===== src/fpi_pkg.sv =====
// Purpose: shared constants and types for the front-panel indicator block
// Assumes: 50 MHz system clock
// Notes:   times are kept in their own unit; cycle counts derive from them
package fpi_pkg;

  localparam int unsigned FPI_CLK_HZ      = 50_000_000;
  localparam int unsigned FPI_CLK_KHZ     = FPI_CLK_HZ / 1000;
  // long-press threshold, seconds
  localparam int unsigned FPI_HOLD_S      = 5;
  localparam int unsigned FPI_HOLD_CYC    = FPI_HOLD_S * FPI_CLK_HZ;
  // button debounce time, ms
  localparam int unsigned FPI_DEB_MS      = 10;
  localparam int unsigned FPI_DEB_CYC     = FPI_DEB_MS * FPI_CLK_KHZ;
  // one millisecond tick
  localparam int unsigned FPI_TICK_CYC    = FPI_CLK_KHZ;
  // activity blink half period, ms
  localparam int unsigned FPI_ACT_MS      = 50;
  // corrupt-image blink pattern
  localparam int unsigned FPI_BLINKS      = 3;

  // register byte offsets
  localparam logic [7:0] FPI_CTRL_OFS     = 8'h00;
  localparam logic [7:0] FPI_BON_OFS      = 8'h04;
  localparam logic [7:0] FPI_BOFF_OFS     = 8'h08;
  localparam logic [7:0] FPI_BGAP_OFS     = 8'h0C;
  localparam logic [7:0] FPI_STAT_OFS     = 8'h10;
  localparam logic [7:0] FPI_ISTAT_OFS    = 8'h14;
  localparam logic [7:0] FPI_IEN_OFS      = 8'h18;
  localparam logic [7:0] FPI_ICLR_OFS     = 8'h1C;

  // control fields and reset values
  localparam int unsigned FPI_CTRL_MDIX   = 0;
  localparam int unsigned FPI_CTRL_ACTBL  = 1;
  localparam logic [1:0]  FPI_CTRL_RST    = 2'h3;
  localparam logic [15:0] FPI_BON_RST     = 16'h00FA;
  localparam logic [15:0] FPI_BOFF_RST    = 16'h00FA;
  localparam logic [15:0] FPI_BGAP_RST    = 16'h03E8;

  // interrupt bits
  localparam int unsigned FPI_EV_REBOOT   = 0;
  localparam int unsigned FPI_EV_FACTORY  = 1;
  localparam int unsigned FPI_EV_CORRUPT  = 2;
  localparam int unsigned FPI_EV_LINK     = 3;
  localparam int unsigned FPI_NEV         = 4;

  // phy speed codes
  localparam logic [1:0]  FPI_SPD_10      = 2'h0;
  localparam logic [1:0]  FPI_SPD_100     = 2'h1;
  localparam logic [1:0]  FPI_SPD_1000    = 2'h2;

  typedef enum logic [1:0] {
    FPI_BT_IDLE,
    FPI_BT_PRESS,
    FPI_BT_LONG
  } fpi_btn_st_t;

  typedef struct packed {
    logic       link_up;
    logic [1:0] speed;
    logic       activity;
  } fpi_phy_t;

  typedef struct packed {
    logic power;
    logic active;
    logic status;
    logic spd_yellow;
    logic spd_green;
    logic link_activity_lamp;
  } fpi_lamps_t;

  typedef struct packed {
    logic        ip_dynamic;
    logic        comment_empty;
    logic        admin_nopass;
    logic [31:0] host_serial;
  } fpi_cfg_t;

endpackage : fpi_pkg


===== src/fpi_debounce.sv =====
// Purpose: debounce of the reset pushbutton level
// Assumes: input already synchronous to hclk
// Notes:   output changes only after the input held steady for CYC cycles
`timescale 1ns/1ps
module fpi_debounce
  import fpi_pkg::*;
#(
  parameter int unsigned CYC = FPI_DEB_CYC
) (
  input  wire logic hclk,    // system clock
  input  wire logic hresetn, // async reset, active low
  input  wire logic raw,     // bouncy level
  output logic      clean    // filtered level
);

  logic [31:0] cnt_q;

  // restart the count whenever the input agrees with the output
  always_ff @(posedge hclk or negedge hresetn) begin
    if (!hresetn) begin
      cnt_q <= 32'h0;
      clean <= 1'b0;
    end else if (raw == clean) begin
      cnt_q <= 32'h0;
    end else if (cnt_q >= CYC - 1) begin
      cnt_q <= 32'h0;
      clean <= raw;
    end else begin
      cnt_q <= cnt_q + 32'h1;
    end
  end

endmodule : fpi_debounce


===== src/fpi_blink.sv =====
// Purpose: repeating three-blink pattern for the corrupt-image indication
// Assumes: tick is a one-cycle pulse every millisecond
// Notes:   on, off and gap are in ms; zero is treated as one tick
`timescale 1ns/1ps
module fpi_blink
  import fpi_pkg::*;
(
  input  wire logic        hclk,    // system clock
  input  wire logic        hresetn, // async reset, active low
  input  wire logic        en,      // run the pattern
  input  wire logic        tick,    // 1 ms pulse
  input  wire logic [15:0] on_ms,   // lamp-on time
  input  wire logic [15:0] off_ms,  // between blinks
  input  wire logic [15:0] gap_ms,  // after the third blink
  output logic             lamp     // pattern output
);

  typedef enum logic [1:0] {FPI_BL_ON, FPI_BL_OFF, FPI_BL_GAP} fpi_bl_st_t;

  fpi_bl_st_t  st_q;
  logic [15:0] ms_q;
  logic [1:0]  n_q;
  logic [15:0] lim;

  always_comb begin
    case (st_q)
      FPI_BL_ON:  lim = on_ms;
      FPI_BL_OFF: lim = off_ms;
      default:    lim = gap_ms;
    endcase
  end

  // blink sequencer
  always_ff @(posedge hclk or negedge hresetn) begin
    if (!hresetn) begin
      st_q <= FPI_BL_ON;
      ms_q <= 16'h0;
      n_q  <= 2'h0;
    end else if (!en) begin
      st_q <= FPI_BL_ON;
      ms_q <= 16'h0;
      n_q  <= 2'h0;
    end else if (tick) begin
      if (ms_q + 16'h1 < lim) begin
        ms_q <= ms_q + 16'h1;
      end else begin
        ms_q <= 16'h0;
        case (st_q)
          FPI_BL_ON: begin
            n_q  <= n_q + 2'h1;
            st_q <= (n_q == 2'(FPI_BLINKS - 1)) ? FPI_BL_GAP : FPI_BL_OFF;
          end
          FPI_BL_OFF: st_q <= FPI_BL_ON;
          default: begin
            n_q  <= 2'h0;
            st_q <= FPI_BL_ON;
          end
        endcase
      end
    end
  end

  assign lamp = en && (st_q == FPI_BL_ON);

endmodule : fpi_blink


===== src/fpi_top.sv =====
// Purpose: front-panel lamps and reset-button timing with an AHB-Lite register file
// Assumes: all inputs synchronous to hclk; single word AHB transfers
// Notes:   lamps are registered, so each follows its cause one cycle later
`timescale 1ns/1ps
module fpi_top
  import fpi_pkg::*;
#(
  parameter int unsigned HOLD_CYC = FPI_HOLD_CYC, // long-press cycles
  parameter int unsigned DEB_CYC  = FPI_DEB_CYC,  // debounce cycles
  parameter int unsigned TICK_CYC = FPI_TICK_CYC  // cycles per ms
) (
  input  wire logic        hclk,          // system clock
  input  wire logic        hresetn,       // async reset, active low
  input  wire logic        hsel,          // slave select
  input  wire logic [31:0] haddr,         // byte address
  input  wire logic [1:0]  htrans,        // transfer type
  input  wire logic        hwrite,        // write when high
  input  wire logic [2:0]  hsize,         // word only
  input  wire logic [31:0] hwdata,        // write data
  input  wire logic        hready,        // bus ready
  output logic             hreadyout,     // always ready
  output logic             hresp,         // always okay
  output logic [31:0]      hrdata,        // read data
  input  wire logic        power_ok,      // chassis power good
  input  wire logic        task_run,      // acquisition task active
  input  wire logic        fw_busy,       // boot, update or restore
  input  wire logic        fw_corrupt,    // image check failed
  input  wire fpi_phy_t    phy,           // phy link state
  input  wire logic        button_n,      // pushbutton, low when pressed
  input  wire logic [31:0] serial_num,    // chassis serial number
  output fpi_lamps_t       lamps,         // front-panel lamps
  output logic             mdix_auto,     // phy auto crossover enable
  output logic             reboot_req,    // one-cycle reboot pulse
  output logic             factory_req,   // one-cycle factory restore pulse
  output fpi_cfg_t         cfg_default,   // restored configuration
  output logic             irq            // level interrupt
);

  ////////////////////////////////////////////////////////////////////////////
  // bus slave

  logic                 wr_pend_q;
  logic [7:0]           wa_q;
  logic [1:0]           ctrl_q;
  logic [15:0]          bon_q;
  logic [15:0]          boff_q;
  logic [15:0]          bgap_q;
  logic [FPI_NEV-1:0]   ist_q;
  logic [FPI_NEV-1:0]   ien_q;
  logic [FPI_NEV-1:0]   ev;
  logic [FPI_NEV-1:0]   clr;
  logic [31:0]          rd_d;
  logic                 addr_ph;
  fpi_btn_st_t          bt_q;
  logic                 pressed;
  logic                 corrupt_lamp;

  // zero wait states; an unmapped address reads zero
  assign hreadyout = 1'b1;
  assign hresp     = 1'b0;
  assign addr_ph   = hsel && hready && htrans[1];

  always_comb begin
    rd_d = 32'h0;
    if (haddr[7:0] == FPI_CTRL_OFS) begin
      rd_d = {30'h0, ctrl_q};
    end else if (haddr[7:0] == FPI_BON_OFS) begin
      rd_d = {16'h0, bon_q};
    end else if (haddr[7:0] == FPI_BOFF_OFS) begin
      rd_d = {16'h0, boff_q};
    end else if (haddr[7:0] == FPI_BGAP_OFS) begin
      rd_d = {16'h0, bgap_q};
    end else if (haddr[7:0] == FPI_STAT_OFS) begin
      rd_d = {24'h0, bt_q, lamps};
    end else if (haddr[7:0] == FPI_ISTAT_OFS) begin
      rd_d = {28'h0, ist_q};
    end else if (haddr[7:0] == FPI_IEN_OFS) begin
      rd_d = {28'h0, ien_q};
    end
  end

  // address phase capture; read data registered for the data phase
  always_ff @(posedge hclk or negedge hresetn) begin
    if (!hresetn) begin
      wr_pend_q <= 1'b0;
      wa_q      <= 8'h0;
      hrdata    <= 32'h0;
    end else begin
      wr_pend_q <= addr_ph && hwrite;
      if (addr_ph) begin
        wa_q <= haddr[7:0];
      end
      if (addr_ph && !hwrite) begin
        hrdata <= rd_d;
      end
    end
  end

  // writable registers, written in the data phase
  always_ff @(posedge hclk or negedge hresetn) begin
    if (!hresetn) begin
      ctrl_q <= FPI_CTRL_RST;
      bon_q  <= FPI_BON_RST;
      boff_q <= FPI_BOFF_RST;
      bgap_q <= FPI_BGAP_RST;
      ien_q  <= '0;
    end else if (wr_pend_q) begin
      if (wa_q == FPI_CTRL_OFS) begin
        ctrl_q <= hwdata[1:0];
      end else if (wa_q == FPI_BON_OFS) begin
        bon_q <= hwdata[15:0];
      end else if (wa_q == FPI_BOFF_OFS) begin
        boff_q <= hwdata[15:0];
      end else if (wa_q == FPI_BGAP_OFS) begin
        bgap_q <= hwdata[15:0];
      end else if (wa_q == FPI_IEN_OFS) begin
        ien_q <= hwdata[FPI_NEV-1:0];
      end
    end
  end

  ////////////////////////////////////////////////////////////////////////////
  // interrupts

  assign clr = (wr_pend_q && wa_q == FPI_ICLR_OFS) ? hwdata[FPI_NEV-1:0] : '0;

  // a new event beats a clear in the same cycle
  always_ff @(posedge hclk or negedge hresetn) begin
    if (!hresetn) begin
      ist_q <= '0;
    end else begin
      ist_q <= (ist_q & ~clr) | ev;
    end
  end

  assign irq = |(ist_q & ien_q);

  ////////////////////////////////////////////////////////////////////////////
  // millisecond tick

  logic [31:0] tick_cnt_q;
  logic        tick;

  assign tick = (tick_cnt_q >= TICK_CYC - 1);

  always_ff @(posedge hclk or negedge hresetn) begin
    if (!hresetn) begin
      tick_cnt_q <= 32'h0;
    end else begin
      tick_cnt_q <= tick ? 32'h0 : tick_cnt_q + 32'h1;
    end
  end

  ////////////////////////////////////////////////////////////////////////////
  // reset pushbutton

  logic [31:0] hold_q;

  fpi_debounce #(.CYC(DEB_CYC)) u_deb (
    .hclk    (hclk),
    .hresetn (hresetn),
    .raw     (!button_n),
    .clean   (pressed)
  );

  // press timing and reboot decision
  always_ff @(posedge hclk or negedge hresetn) begin
    if (!hresetn) begin
      bt_q        <= FPI_BT_IDLE;
      hold_q      <= 32'h0;
      reboot_req  <= 1'b0;
      factory_req <= 1'b0;
    end else begin
      reboot_req  <= 1'b0;
      factory_req <= 1'b0;
      case (bt_q)
        FPI_BT_IDLE: begin
          hold_q <= 32'h0;
          if (pressed) begin
            bt_q <= FPI_BT_PRESS;
          end
        end
        FPI_BT_PRESS: begin
          if (!pressed) begin
            reboot_req <= 1'b1;
            bt_q       <= FPI_BT_IDLE;
          end else if (hold_q >= HOLD_CYC - 1) begin
            bt_q <= FPI_BT_LONG;
          end else begin
            hold_q <= hold_q + 32'h1;
          end
        end
        default: begin
          if (!pressed) begin
            reboot_req  <= 1'b1;
            factory_req <= 1'b1;
            bt_q        <= FPI_BT_IDLE;
          end
        end
      endcase
    end
  end

  // restored defaults are applied with the factory pulse
  always_ff @(posedge hclk or negedge hresetn) begin
    if (!hresetn) begin
      cfg_default <= '0;
    end else if (bt_q == FPI_BT_LONG && !pressed) begin
      cfg_default.ip_dynamic    <= 1'b1;
      cfg_default.comment_empty <= 1'b1;
      cfg_default.admin_nopass  <= 1'b1;
      cfg_default.host_serial   <= serial_num;
    end
  end

  ////////////////////////////////////////////////////////////////////////////
  // events

  logic corrupt_q;
  logic link_q;

  always_ff @(posedge hclk or negedge hresetn) begin
    if (!hresetn) begin
      corrupt_q <= 1'b0;
      link_q    <= 1'b0;
    end else begin
      corrupt_q <= fw_corrupt;
      link_q    <= phy.link_up;
    end
  end

  assign ev[FPI_EV_REBOOT]  = reboot_req;
  assign ev[FPI_EV_FACTORY] = factory_req;
  assign ev[FPI_EV_CORRUPT] = fw_corrupt && !corrupt_q;
  assign ev[FPI_EV_LINK]    = phy.link_up != link_q;

  ////////////////////////////////////////////////////////////////////////////
  // activity blink: a frame restarts a window in which the lamp flashes

  logic [15:0] act_ms_q;
  logic        act_ph_q;
  logic [15:0] act_win_q;

  always_ff @(posedge hclk or negedge hresetn) begin
    if (!hresetn) begin
      act_ms_q  <= 16'h0;
      act_ph_q  <= 1'b0;
      act_win_q <= 16'h0;
    end else begin
      if (phy.activity) begin
        act_win_q <= 16'(2 * FPI_ACT_MS);
      end else if (tick && act_win_q != 16'h0) begin
        act_win_q <= act_win_q - 16'h1;
      end
      if (tick) begin
        if (act_ms_q >= 16'(FPI_ACT_MS - 1)) begin
          act_ms_q <= 16'h0;
          act_ph_q <= !act_ph_q;
        end else begin
          act_ms_q <= act_ms_q + 16'h1;
        end
      end
    end
  end

  ////////////////////////////////////////////////////////////////////////////
  // lamps

  fpi_blink u_blink (
    .hclk    (hclk),
    .hresetn (hresetn),
    .en      (fw_corrupt),
    .tick    (tick),
    .on_ms   (bon_q),
    .off_ms  (boff_q),
    .gap_ms  (bgap_q),
    .lamp    (corrupt_lamp)
  );

  fpi_lamps_t lamps_d;
  logic       act_show;

  // blinking drops the lamp only on the off phase
  assign act_show = ctrl_q[FPI_CTRL_ACTBL] && act_win_q != 16'h0 && act_ph_q;

  always_comb begin
    lamps_d.power  = power_ok;
    lamps_d.active = task_run;
    if (fw_corrupt) begin
      lamps_d.status = corrupt_lamp;
    end else begin
      lamps_d.status = fw_busy || bt_q == FPI_BT_LONG;
    end
    lamps_d.spd_yellow = phy.link_up && phy.speed == FPI_SPD_1000;
    lamps_d.spd_green  = phy.link_up && phy.speed == FPI_SPD_100;
    lamps_d.link_activity_lamp = phy.link_up && !act_show;
  end

  always_ff @(posedge hclk or negedge hresetn) begin
    if (!hresetn) begin
      lamps <= '0;
    end else begin
      lamps <= lamps_d;
    end
  end

  // auto crossover lets either cable type work at every speed
  assign mdix_auto = ctrl_q[FPI_CTRL_MDIX];
endmodule : fpi_top


===== config.mk =====
export PLATFORM = sky130hd
export DESIGN_NAME = fpi_top
export DESIGN_NICKNAME = d
export VERILOG_FILES = /design/src/fpi_pkg.sv /design/src/fpi_debounce.sv /design/src/fpi_blink.sv /design/src/fpi_top.sv
export SDC_FILE = /design/constraint.sdc
export NUM_CORES = 1
export LEC_CHECK = 0
export BUFFER_PORTS_ARGS = -buffer_cell sky130_fd_sc_hd__buf_4
export CAP_MARGIN = 20
export CORE_MARGIN = 2
export CORE_UTILIZATION = 54
export DETAILED_ROUTE_END_ITERATION = 10
export PLACE_DENSITY = 0.76
export SLEW_MARGIN = 20
export SYNTH_ARGS = -nofsm -noshare
export SYNTH_HDL_FRONTEND = slang
export SYNTH_HIERARCHICAL = 1
export SYNTH_SLANG_ARGS = --single-unit

===== constraint.sdc =====
create_clock -name hclk -period 3.8 [get_ports hclk]
set_input_delay 0.19 -clock hclk [delete_from_list [all_inputs] [get_ports hclk]]
set_output_delay 0.19 -clock hclk [all_outputs]
set_load 0.05 [all_outputs]

==> metrics.md, run 1 <==
| Metric | Value |
|---|---|
| Status | `finished, final reports clean` |
| Post-Syn Area | `~0.014 mm^2` |
| Fraction of registers with async set/reset | `1.000` |
| Initial antenna violation count | `1` |
| Post-Synth XOR/XNOR Area | `0.02566` |
| CP Data Arrival Time | `3.69 ns` |
| Final Power | `0.007041 W` |
| RD Place Congestion | `between 0.8 and 0.9` |
| Max Cap Viol | `0` |
| Minimum clock period | `3.264 ns` |
| Final Hold Vio Count | `0` |
| Hold path cells | `5` |
| GR peak layer | `met2` |
| Req. time, crit path | `around 4.2 ns` |
| Netlist cell types | `between 80 and 90` |
| R2R Path End | `u_blink/st_q[0]` |
| CTS tree | `done` |
| Crit Path Class | `reg -> reg` |
| RSZ-0062 raised after global routing | `false` |
| Hold EP | `u_deb/clean` |
| Antenna viol nets, final | `0` |
| Worst-skew pair later-pin latency | `0.55 ns` |
| Setup ws final | `0.5361 ns` |
| Sequential share of the synthesized area | `0.5115` |
| Die Width | `163.0 um` |
| HP Start | `button_n` |
| Routed WL | `about 31000 um` |
| Total gr overflow | `0` |
| Ports | `about 190` |
| Synthesis Warnings | `6` |
| Critical R2R Launch | `u_blink/st_q[1]` |
| DR WL/cell | `17.20 um` |
| Multiplexer area fraction after synthesis | `0.1171` |
| Via density | `5.794` |
| Relative slew slack | `0.2829` |
| Finished Core Util | `0.6653` |
| H-tree levels | `1` |
| Vias in the first global route | `10530` |
| Slew @ Worst Pin | `1.076 ns` |
| Max incr delay on CP | `approximately 1.1 ns` |
| Critical Path Fanout Max | `32` |
| Crit path top cell by count | `a21oi_1` |
| First-pass GRT wire length | `51700 um` |
| DRC Markers | `0` |
| Final Skew | `slightly below 0.009 ns` |
| Synthesized flop and latch total | `278` |
| GRT met1 Usage | `0.3016` |
| Die span in y | `163.0 um` |
| Number of port buffers | `~130` |
| R2R Setup Slk | `0.54 ns` |
| Fmax | `306.4 MHz` |
| Share of the synthesized area in the top cell type | `0.4730` |
| Drt initial violations | `774` |
| Avg Cell Area, Syn | `10.85 um^2` |
| Syn Inst Count | `between 1000 and 1500` |
| Synth Area in Simple Gates | `0.1788` |
| Post-synth EDFFs | `0` |
| Adder-Cell Fraction of Synth Area | `0.02200` |
| Synth Area in Compound Gates | `0.1104` |
| Row count | `58` |
| Clock root buffer | `clkbuf_16` |
| Largest net degree at the start of global routing | `119` |
| Grt met2 use | `0.4129` |
| Setup tns final | `0 ns` |
| Worst-path cell chain | `a21oi_1, ha_1, a21oi_1, o21ai_0, o21bai_4, a21oi_2, mux2_4` |
| Start point of the critical path | `u_blink/st_q[1]` |
| First-pass detailed-route iteration total | `5` |
| Yosys top cell by area | `dfrtp_1` |
| Clock transition at path regs | `0.06 ns` |
| Critical Path Sink Type | `flip-flop` |
| Combinational family with the most area after synthesis | `simple AND/OR/NAND/NOR gates` |
| Ranking of synthesized cells by area | `dfrtp_1 47%, mux2_2 9.2%, dfstp_2 3.8%, nand2_1 3.0%, nor2_1 2.4%` |
| Setup crit start kind | `flip-flop` |
| Worst vdd ir | `0.3315 mV` |
| Final slew viol count | `0` |
| Final period utilization | `0.8589` |
| Post-placement setup slack | `between 0.6 and 0.7 ns` |
| Core Box Area | `0.02496 mm^2` |
| Pwr dens | `roughly 420 mW/mm^2` |
| CTS Buf Count | `30` |
| Die area | `around 0.027 mm^2` |
| DPL Wire Length | `20140 um` |
| Slowest cell on crit path | `dfrtp_1` |
| All-Layer GR Usage | `0.2369` |
| GRT met3 Usage | `0.03871` |
| Post-synth top flop | `dfrtp_1` |
| Synthesis-to-layout area growth | `21.68%` |
| Final net count | `1607` |
| CTS sink cnt | `278` |
| HP Class | `in -> reg` |
| R2R depth | `7` |
| Total number of vias | `10560` |
| Buffers from clock root to sink, at most | `3` |
| Leakage power total | `approximately 7.5 nW` |
| Layout cells sized above 1 | `0.2466` |
| # fillers | `1894` |
| Initial Util | `0.5468` |
| Postcts setup bufs | `0` |
| Setup violations, final | `0` |
report_power, final:
group          total (W)  switching (W)  internal [W]
Combinational   0.000895       0.000509      0.000386
Sequential       0.00324       0.000139       0.00310
Clock            0.00290        0.00123       0.00168
Total            0.00704        0.00188       0.00516
how the worst max path moves through the flow:
stage	slack (ns)	endpoint
finish	0.54	u_blink/st_q[0]
global placement	0.66	u_blink/ms_q[0]
global route	0.34	u_blink/ms_q[0]
detailed placement	0.61	u_blink/ms_q[0]
CTS	0.58	u_blink/ms_q[0]
floorplan	0.84	u_blink/st_q[0]
sequential cells by signal, indices dropped and copies added, names as in the netlist, 4 cells and up:
| register | cells |
|---|---|
| tick_cnt_q | 32 |
| ien_q | 4 |
| bgap_q | 16 |
| cfg_default | 33 |
| hrdata | 16 |
| ist_q | 4 |
| act_win_q | 16 |
| hold_q | 32 |
| bon_q | 16 |
| act_ms_q | 16 |
| lamps | 6 |
| boff_q | 16 |
| u_deb/cnt_q | 32 |
| wa_q | 8 |
| u_blink/ms_q | 16 |
final cells by class:
type | count | area [um^2] | area share
antenna | 1 | 2.502 | 0.0001507
clock buffer | 38 | 822.0 | 0.04949
inverter | 24 | 90.09 | 0.005424
timing repair buffer | 207 | 1749 | 0.1053
sequential | 278 | 6982 | 0.4203
multi-input combinational | 927 | 6389 | 0.3846
tap | 330 | 412.9 | 0.02486
clock inverter | 18 | 162.7 | 0.009793
Yosys cell counts, types with 17 or more instances:
library cell	n
nand4_1	22
nand2_1	110
ha_1	24
inv_1	24
nand3_1	42
o31ai_1	19
o21ai_0	40
dfstp_2	20
mux2_2	112
xor2_1	17
a21oi_1	43
nor3_1	34
mux2i_1	30
dfrtp_1	258
a22oi_1	18
clkbuf_1	35
nor4_1	24
buf_4	21
xnor2_1	23
nand2b_1	18
nor2_1	87
cells by family after synthesis:
family	after synthesis
DFF	278
other	3
AOI/OAI and AO/OA	216
xor gates and xnor gates	40
muxes	144
buffers and inverters	97
adders and majority gates	24
and+or+nand+nor	456
repair_timing:
item                                   4_1_cts  5_1_grt
hold buffers                                65        0
resized for setup                            0        0
endpoints found under the hold margin      221        0
per-stage QoR:
| step | instance area (um^2) | hold slack, ns | std cells |
|---|---|---|---|
| after floorplan | 13820 | -0.1056 | 1302 |
| after global placement | 14970 | 0.3010 | 1701 |
| after detailed placement | 14970 | 0.3016 | 1701 |
| after CTS | 16610 | 0.01941 | 1822 |
| after global routing | 16610 | 0.07630 | 1823 |
| final | 16610 | 0.04114 | 1823 |
layer usage:
metal  routed length, um  vias to the layer above
met5                   0                        -
met3                1451                       73
li1                    -                     4981
met4                 996                        0
met1               13260                     5217
met2               15650                      291
layout by cell type (no fill, tap or decap), types with 24 or more instances in the layout:
cell type,netlist,layout
dfrtp_1,258,258
buf_4,21,139
mux2_2,112,112
nand2_1,110,110
nor2_1,87,86
dlygate4sd3_1,0,65
conb_1,3,47
a21oi_1,43,43
nand3_1,42,42
o21ai_0,40,40
nor3_1,34,34
clkbuf_16,0,31
mux2i_1,30,30
inv_1,24,24
nor4_1,24,24
ha_1,24,24
critical path, delay by kind of cell, from the launching register on:
family / cells / cell delay [ns]
compound gates: 5 / 1.33
flops: 1 / 1.05
fa+ha+maj: 1 / 0.42
mux: 1 / 0.34
Power figures use the tool's default switching activity.
==> run 2: changes to the inputs <==
--- a/config.mk
+++ b/config.mk
@@ -11,6 +11,7 @@
 export CORE_UTILIZATION = 54
 export DETAILED_ROUTE_END_ITERATION = 10
 export PLACE_DENSITY = 0.76
+export SKIP_CTS_REPAIR_TIMING = 1
 export SLEW_MARGIN = 20
 export SYNTH_ARGS = -nofsm -noshare
 export SYNTH_HDL_FRONTEND = slang
==> constraint.sdc (replaced) <==
create_clock -name hclk -period 3.9 [get_ports hclk]
set_input_delay 0.195 -clock hclk [delete_from_list [all_inputs] [get_ports hclk]]
set_output_delay 0.195 -clock hclk [all_outputs]
set_load 0.05 [all_outputs]
==> run 2 against run 1 <==
Compared with the run above: the flow now finishes with violations (negative hold slack); global-route usage decreased by 1.3 points; clock-buffer cell count decreased by 1; maximum frequency decreased by 5.5%; largest power group unchanged; die area unchanged; final area increased by 0.22%.
==> metrics.md, run 2 (synthesis gave the netlist of run 1 again) <==
| Metric | Value |
|---|---|
| Pwr dens | `415.8 mW/mm^2` |
| H-tree levels | `1` |
| Setup violations, final | `0` |
| CTS Buf Count | `29` |
| Clock root buffer | `clkbuf_16` |
| Leakage power total | `roughly 7.5 nW` |
| HP Class | `in -> reg` |
| Layout cells sized above 1 | `0.2487` |
| Setup ws final | `0.4464 ns` |
| Hold WS | `-0.006200 ns` |
| CTS sink cnt | `278` |
| R2R depth | `11` |
| Req. time, crit path | `4.38 ns` |
| Critical Path Sink Type | `flip-flop` |
| Worst vdd ir | `0.2936 mV` |
| Most frequent cells in the layout | `258 x dfrtp_1, 139 x buf_4, 112 x mux2_2` |
| Clock transition at path regs | `0.06 ns` |
| Initial antenna violation count | `1` |
| Post-placement setup slack | `between 0.5 and 0.6 ns` |
| Setup tns final | `0 ns` |
| Relative slew slack | `0.3499` |
| First-pass GRT wire length | `~49000 um` |
| Failing checks | `negative hold slack` |
| Hold path cells | `3` |
| Most common cell after layout, fill and taps aside | `dfrtp_1` |
| R2R Path End | `u_blink/ms_q[0]` |
| R2R Setup Slk | `0.45 ns` |
| Routed WL | `31410 um` |
| Slew @ Worst Pin | `~0.97 ns` |
| Critical R2R Launch | `u_blink/ms_q[2]` |
| DR WL/cell | `roughly 17 um` |
| All-Layer GR Usage | `0.2240` |
| Final period utilization | `0.8855` |
| Final net count | `about 1600` |
| Total gr overflow | `0` |
| Worst-path cell chain | `and4_1, and3_1, and4_1, xor2_1, ha_1, a21oi_1, o21ai_0, a221oi_1, inv_1, nor3_4, mux2_2` |
| Die span in y | `163.0 um` |
| Status | `complete, but fails checks` |
| Initial Util | `0.5468` |
| Drt initial violations | `just under 700` |
| First-pass detailed-route iteration total | `5` |
| RD Place Congestion | `0.8510` |
| HP Start | `fw_busy` |
| DRC Markers | `0` |
| Ports | `194` |
| # fillers | `1916` |
| Largest net degree at the start of global routing | `130` |
| Final Power | `0.006921 W` |
| Crit Path Class | `reg -> reg` |
| Synthesis-to-layout area growth | `21.94%` |
| Minimum clock period | `around 3.5 ns` |
| Core Box Area | `0.02496 mm^2` |
| Reg with most FFs | `cfg_default` |
| Worst-skew pair later-pin latency | `between 0.5 and 0.6 ns` |
| Max incr delay on CP | `0.51 ns` |
| Critical Path Fanout Max | `8` |
| Setup crit start kind | `flip-flop` |
| Final Skew | `around 0.011 ns` |
| CTS tree | `done` |
| DPL Wire Length | `~20000 um` |
| Fmax | `289.6 MHz` |
| Final Hold Vio Count | `1` |
| Crit path top cell by count | `and4_1` |
| RSZ-0062 raised after global routing | `false` |
| Die Width | `between 150 and 200 um` |
| Antenna viol nets, final | `0` |
| Die area | `between 0.02 and 0.03 mm^2` |
| Total number of vias | `10440` |
| Max reg flops | `33` |
| Buffers from clock root to sink, at most | `3` |
| Slowest cell on crit path | `a221oi_1` |
| Max Cap Viol | `0` |
| Number of port buffers | `131` |
| Vias in the first global route | `roughly 10000` |
| Row count | `58` |
| Via density | `5.741` |
| Hold EP | `lamps[3]` |
| Final slew viol count | `0` |
| CP Data Arrival Time | `a little under 4 ns` |
[run 2: routing by layer]
layer	vias to the layer above	GRT usage	share of wire	routed length, um
li1	4967	-	-	-
met1	5119	0.2976	0.43	13410
met2	288	0.3783	0.50	15680
met3	68	0.03922	0.046	1433
met4	0	0.06597	0.028	887
met5	-	0	0	0
[run 2: critical path: cells and delay by family (launching register included)]
family | cells | cell delay, ns
xor+xnor | 1 | 0.24
fa+ha+maj | 1 | 0.29
simple gates | 4 | 1.16
flops | 1 | 0.46
compound gates | 3 | 0.79
mux | 1 | 0.23
buf+inv | 1 | 0.22
[run 2: power by group]
group	internal [W]	leakage, nW	total (W)	switching [W]
registers	0.00302	3.62	0.00314	0.000121
clock network	0.00175	0.501	0.00290	0.00115
logic	0.000377	3.38	0.000874	0.000497
[run 2: area by class of cell]
class                   count  area [um^2]  share of cell area
flip-flops and latches    278         6982              0.4194
inverters                  24        90.09            0.005412
clock buffers              37        825.8             0.04961
clock inverters            16        187.7             0.01127
repair buffers            206         1757              0.1055
diodes                      1        2.502           0.0001503
multi-input cells         927         6389              0.3838
well taps                 330        412.9             0.02480
[run 2: worst max-delay path by stage]
stage / start / cells after the start / endpoint
2_1_floorplan: u_blink/ms_q[2] / 12 / u_blink/st_q[0]
3_3_place_gp: u_blink/ms_q[2] / 11 / u_blink/ms_q[0]
3_5_place_dp: u_blink/ms_q[2] / 11 / u_blink/ms_q[0]
4_1_cts: u_blink/ms_q[2] / 11 / u_blink/ms_q[0]
5_1_grt: u_blink/ms_q[2] / 11 / u_blink/ms_q[0]
6_report: u_blink/ms_q[2] / 11 / u_blink/ms_q[0]
[run 2: per-stage QoR]
step | hold slack, ns | utilization | std cells | cell area, um^2
after floorplan | -0.1006 | - | 1302 | 13820
after global placement | 0.3060 | 0.5997 | 1701 | 14970
after detailed placement | 0.3066 | 0.5997 | 1701 | 14970
after CTS | -0.2578 | 0.6403 | 1754 | 15990
after global routing | 0.01480 | 0.6668 | 1819 | 16650
final | -0.006200 | 0.6668 | 1819 | 16650
==> run 3: changes to the inputs <==
--- a/config.mk
+++ b/config.mk
@@ -7,7 +7,7 @@
 export LEC_CHECK = 0
 export BUFFER_PORTS_ARGS = -buffer_cell sky130_fd_sc_hd__buf_4
 export CAP_MARGIN = 20
-export CORE_MARGIN = 2
+export CORE_MARGIN = 5
 export CORE_UTILIZATION = 54
 export DETAILED_ROUTE_END_ITERATION = 10
 export PLACE_DENSITY = 0.76
==> run 3 against run 2 <==
Compared with the run above: the flow now finishes without violations; flip-flop and latch count unchanged; clock-buffer cell count increased by 8; combinational power increased by 0.8%; final cell count increased by 0.38%; final area increased by 0.39%; die area increased by 7.5%; total power increased by 1.6%; non-clock buffer count increased by 5; sequential share of layout area decreased by 0.16 points; setup slack improved by 0.19 ns; clock power increased by 4%; register-to-register slack improved by 0.19 ns; highest routed layer is now met5.
==> metrics.md, run 3 (synthesis gave the netlist of run 1 again) <==
| Metric | Value |
|---|---|
| Status | `finished, final reports clean` |
| First-pass detailed-route iteration total | `5` |
| Worst vdd ir | `0.4199 mV` |
| Setup tns final | `0 ns` |
| Final period utilization | `0.8360` |
| Flop pwr share | `0.446` |
| Clock transition at path regs | `0.06 ns` |
| Row count | `58` |
| HP Start | `haddr[4]` |
| Minimum clock period | `3.261 ns` |
| Critical Path Sink Type | `flip-flop` |
| Internal power | `0.005273 W` |
| R2R depth | `11` |
| DPL Wire Length | `approximately 21000 um` |
| Switching share of total power | `0.2502` |
| Drt initial violations | `between 700 and 800` |
| H-tree levels | `1` |
| Setup violations, final | `0` |
| RSZ-0062 raised after global routing | `false` |
| Max reg flops | `33` |
| Reg with most FFs | `cfg_default` |
| Critical Path Fanout Max | `8` |
| Leakage power total | `approximately 7.6 nW` |
| Hold path cells | `2` |
| Finished Core Util | `0.6675` |
| DR WL/cell | `17.33 um` |
| Final Hold Vio Count | `0` |
| Diode count | `0` |
| Clock root buffer | `clkbuf_16` |
| Total gr overflow | `0` |
| Final slew viol count | `0` |
| Pwr dens | `~420 mW/mm^2` |
| CP Data Arrival Time | `approximately 3.8 ns` |
| CTS tree | `done` |
| Most frequent cells in the layout | `258 x dfrtp_1, 144 x buf_4, 112 x mux2_2` |
| Fmax | `306.7 MHz` |
| Routed WL | `31640 um` |
| All-Layer GR Usage | `0.2121` |
| Initial antenna violation count | `1` |
| Die span in y | `between 150 and 200 um` |
| CTS sink cnt | `~280` |
| Max Cap Viol | `0` |
| Relative slew slack | `0.2744` |
| RD Place Congestion | `~0.83` |
| DRC Markers | `0` |
| Most common cell after layout, fill and taps aside | `dfrtp_1` |
| Die Width | `169.0 um` |
| CTS Buf Count | `30` |
| # fillers | `1830` |
| Worst-skew pair later-pin latency | `about 0.55 ns` |
| Antenna viol nets, final | `0` |
| Synthesis-to-layout area growth | `22.42%` |
| Buffers from clock root to sink, at most | `3` |
| Req. time, crit path | `~4.4 ns` |
| Via density | `5.743` |
| HP Class | `in -> reg` |
| R2R Path End | `u_blink/ms_q[0]` |
| Clock Power Share | `0.428` |
| Vias in the first global route | `10170` |
| Final net count | `1611` |
| Ports | `between 150 and 200` |
| Hold WS | `about 0.0037 ns` |
| Final Skew | `0.008611 ns` |
| Combinational share of power | `0.125` |
| Number of port buffers | `131` |
| Setup crit start kind | `flip-flop` |
| Hold EP | `wa_q[4]` |
| Final Instance Count excl. Fillers | `1826` |
| Psw | `around 0.0018 W` |
| Largest net degree at the start of global routing | `120` |
| R2R Setup Slk | `0.64 ns` |
| First-pass GRT wire length | `between 50000 and 60000 um` |
| Critical R2R Launch | `u_blink/ms_q[2]` |
| Initial Util | `0.5452` |
| Crit Path Class | `reg -> reg` |
| Cells after DPL | `1706` |
| Slew @ Worst Pin | `1.073 ns` |
| Die area | `0.02856 mm^2` |
| Layout cells sized above 1 | `0.2487` |
| Total number of vias | `10490` |
| Core Box Area | `0.02504 mm^2` |
[run 3: cell types whose count changed in the layout (fill, tap and decap cells not counted), sizes merged]
cell         previous run  this run
clkinvlp                3         0
dlygate4sd3            63        64
clkbuf                 37        45
clkinv                  9         6
buf                   143       147
inv                    24        25
diode                   1         0
[run 3: how the worst max path moves through the flow]
stage | startpoint | endpoint | slack, ns
finish | u_blink/ms_q[2] | u_blink/ms_q[0] | 0.64
global route | u_blink/ms_q[2] | u_blink/ms_q[0] | 0.39
CTS | u_blink/ms_q[2] | u_blink/ms_q[0] | 0.64
detailed placement | u_blink/ms_q[2] | u_blink/ms_q[0] | 0.69
global placement | u_blink/ms_q[2] | u_blink/ms_q[0] | 0.77
floorplan | u_blink/ms_q[2] | u_blink/st_q[0] | 0.94
[run 3: final cells by class]
| class | instances | area [um^2] | share of cell area |
|---|---|---|---|
| Inverter | 24 | 90.09 | 0.005391 |
| Tap cell | 330 | 412.9 | 0.02471 |
| Clock inverter | 11 | 158.9 | 0.009509 |
| Clock buffer | 45 | 908.4 | 0.05436 |
| Sequential cell | 278 | 6982 | 0.4178 |
| Multi-Input combinational cell | 927 | 6382 | 0.3819 |
| Timing Repair Buffer | 211 | 1777 | 0.1063 |
[run 3: through the flow]
step / cell area (um^2) / worst slack [ns] / power [W]
after detailed placement: 15000 / 0.6890 / 0.004008
after global routing: 16710 / 0.3919 / 0.007343
after CTS: 16070 / 0.6425 / 0.007045
final: 16710 / 0.6394 / 0.007032
after floorplan: 13820 / 0.9404 / 0.003730
after global placement: 15000 / 0.7740 / 0.003978
[run 3: per-layer routing]
layer / share of wire / GRT usage / wire (um)
met5: 0.00022 / 0 / 7
met4: 0.019 / 0.04410 / 609
met3: 0.057 / 0.04134 / 1808
met2: 0.50 / 0.3623 / 15770
met1: 0.42 / 0.2846 / 13450
[run 3: critical path: stages (launching register included)]
cell and delay [ns]:
dfrtp_1 0.47, and4_1 0.26, and3_1 0.26, and4_1 0.23
xor2_1 0.22, ha_1 0.28, a21oi_1 0.14, o21ai_0 0.10
a221oi_1 0.42, inv_1 0.20, nor3_4 0.40, mux2_2 0.23
[run 3: power by group through the flow]
stage          logic (W)  registers (W)  clock network (W)
6_report        0.000881        0.00314            0.00301
5_1_grt         0.000979        0.00315            0.00321
4_1_cts         0.000831        0.00314            0.00308
3_5_place_dp    0.000824        0.00318                  0
3_3_place_gp    0.000800        0.00318                  0
2_1_floorplan   0.000556        0.00317                  0
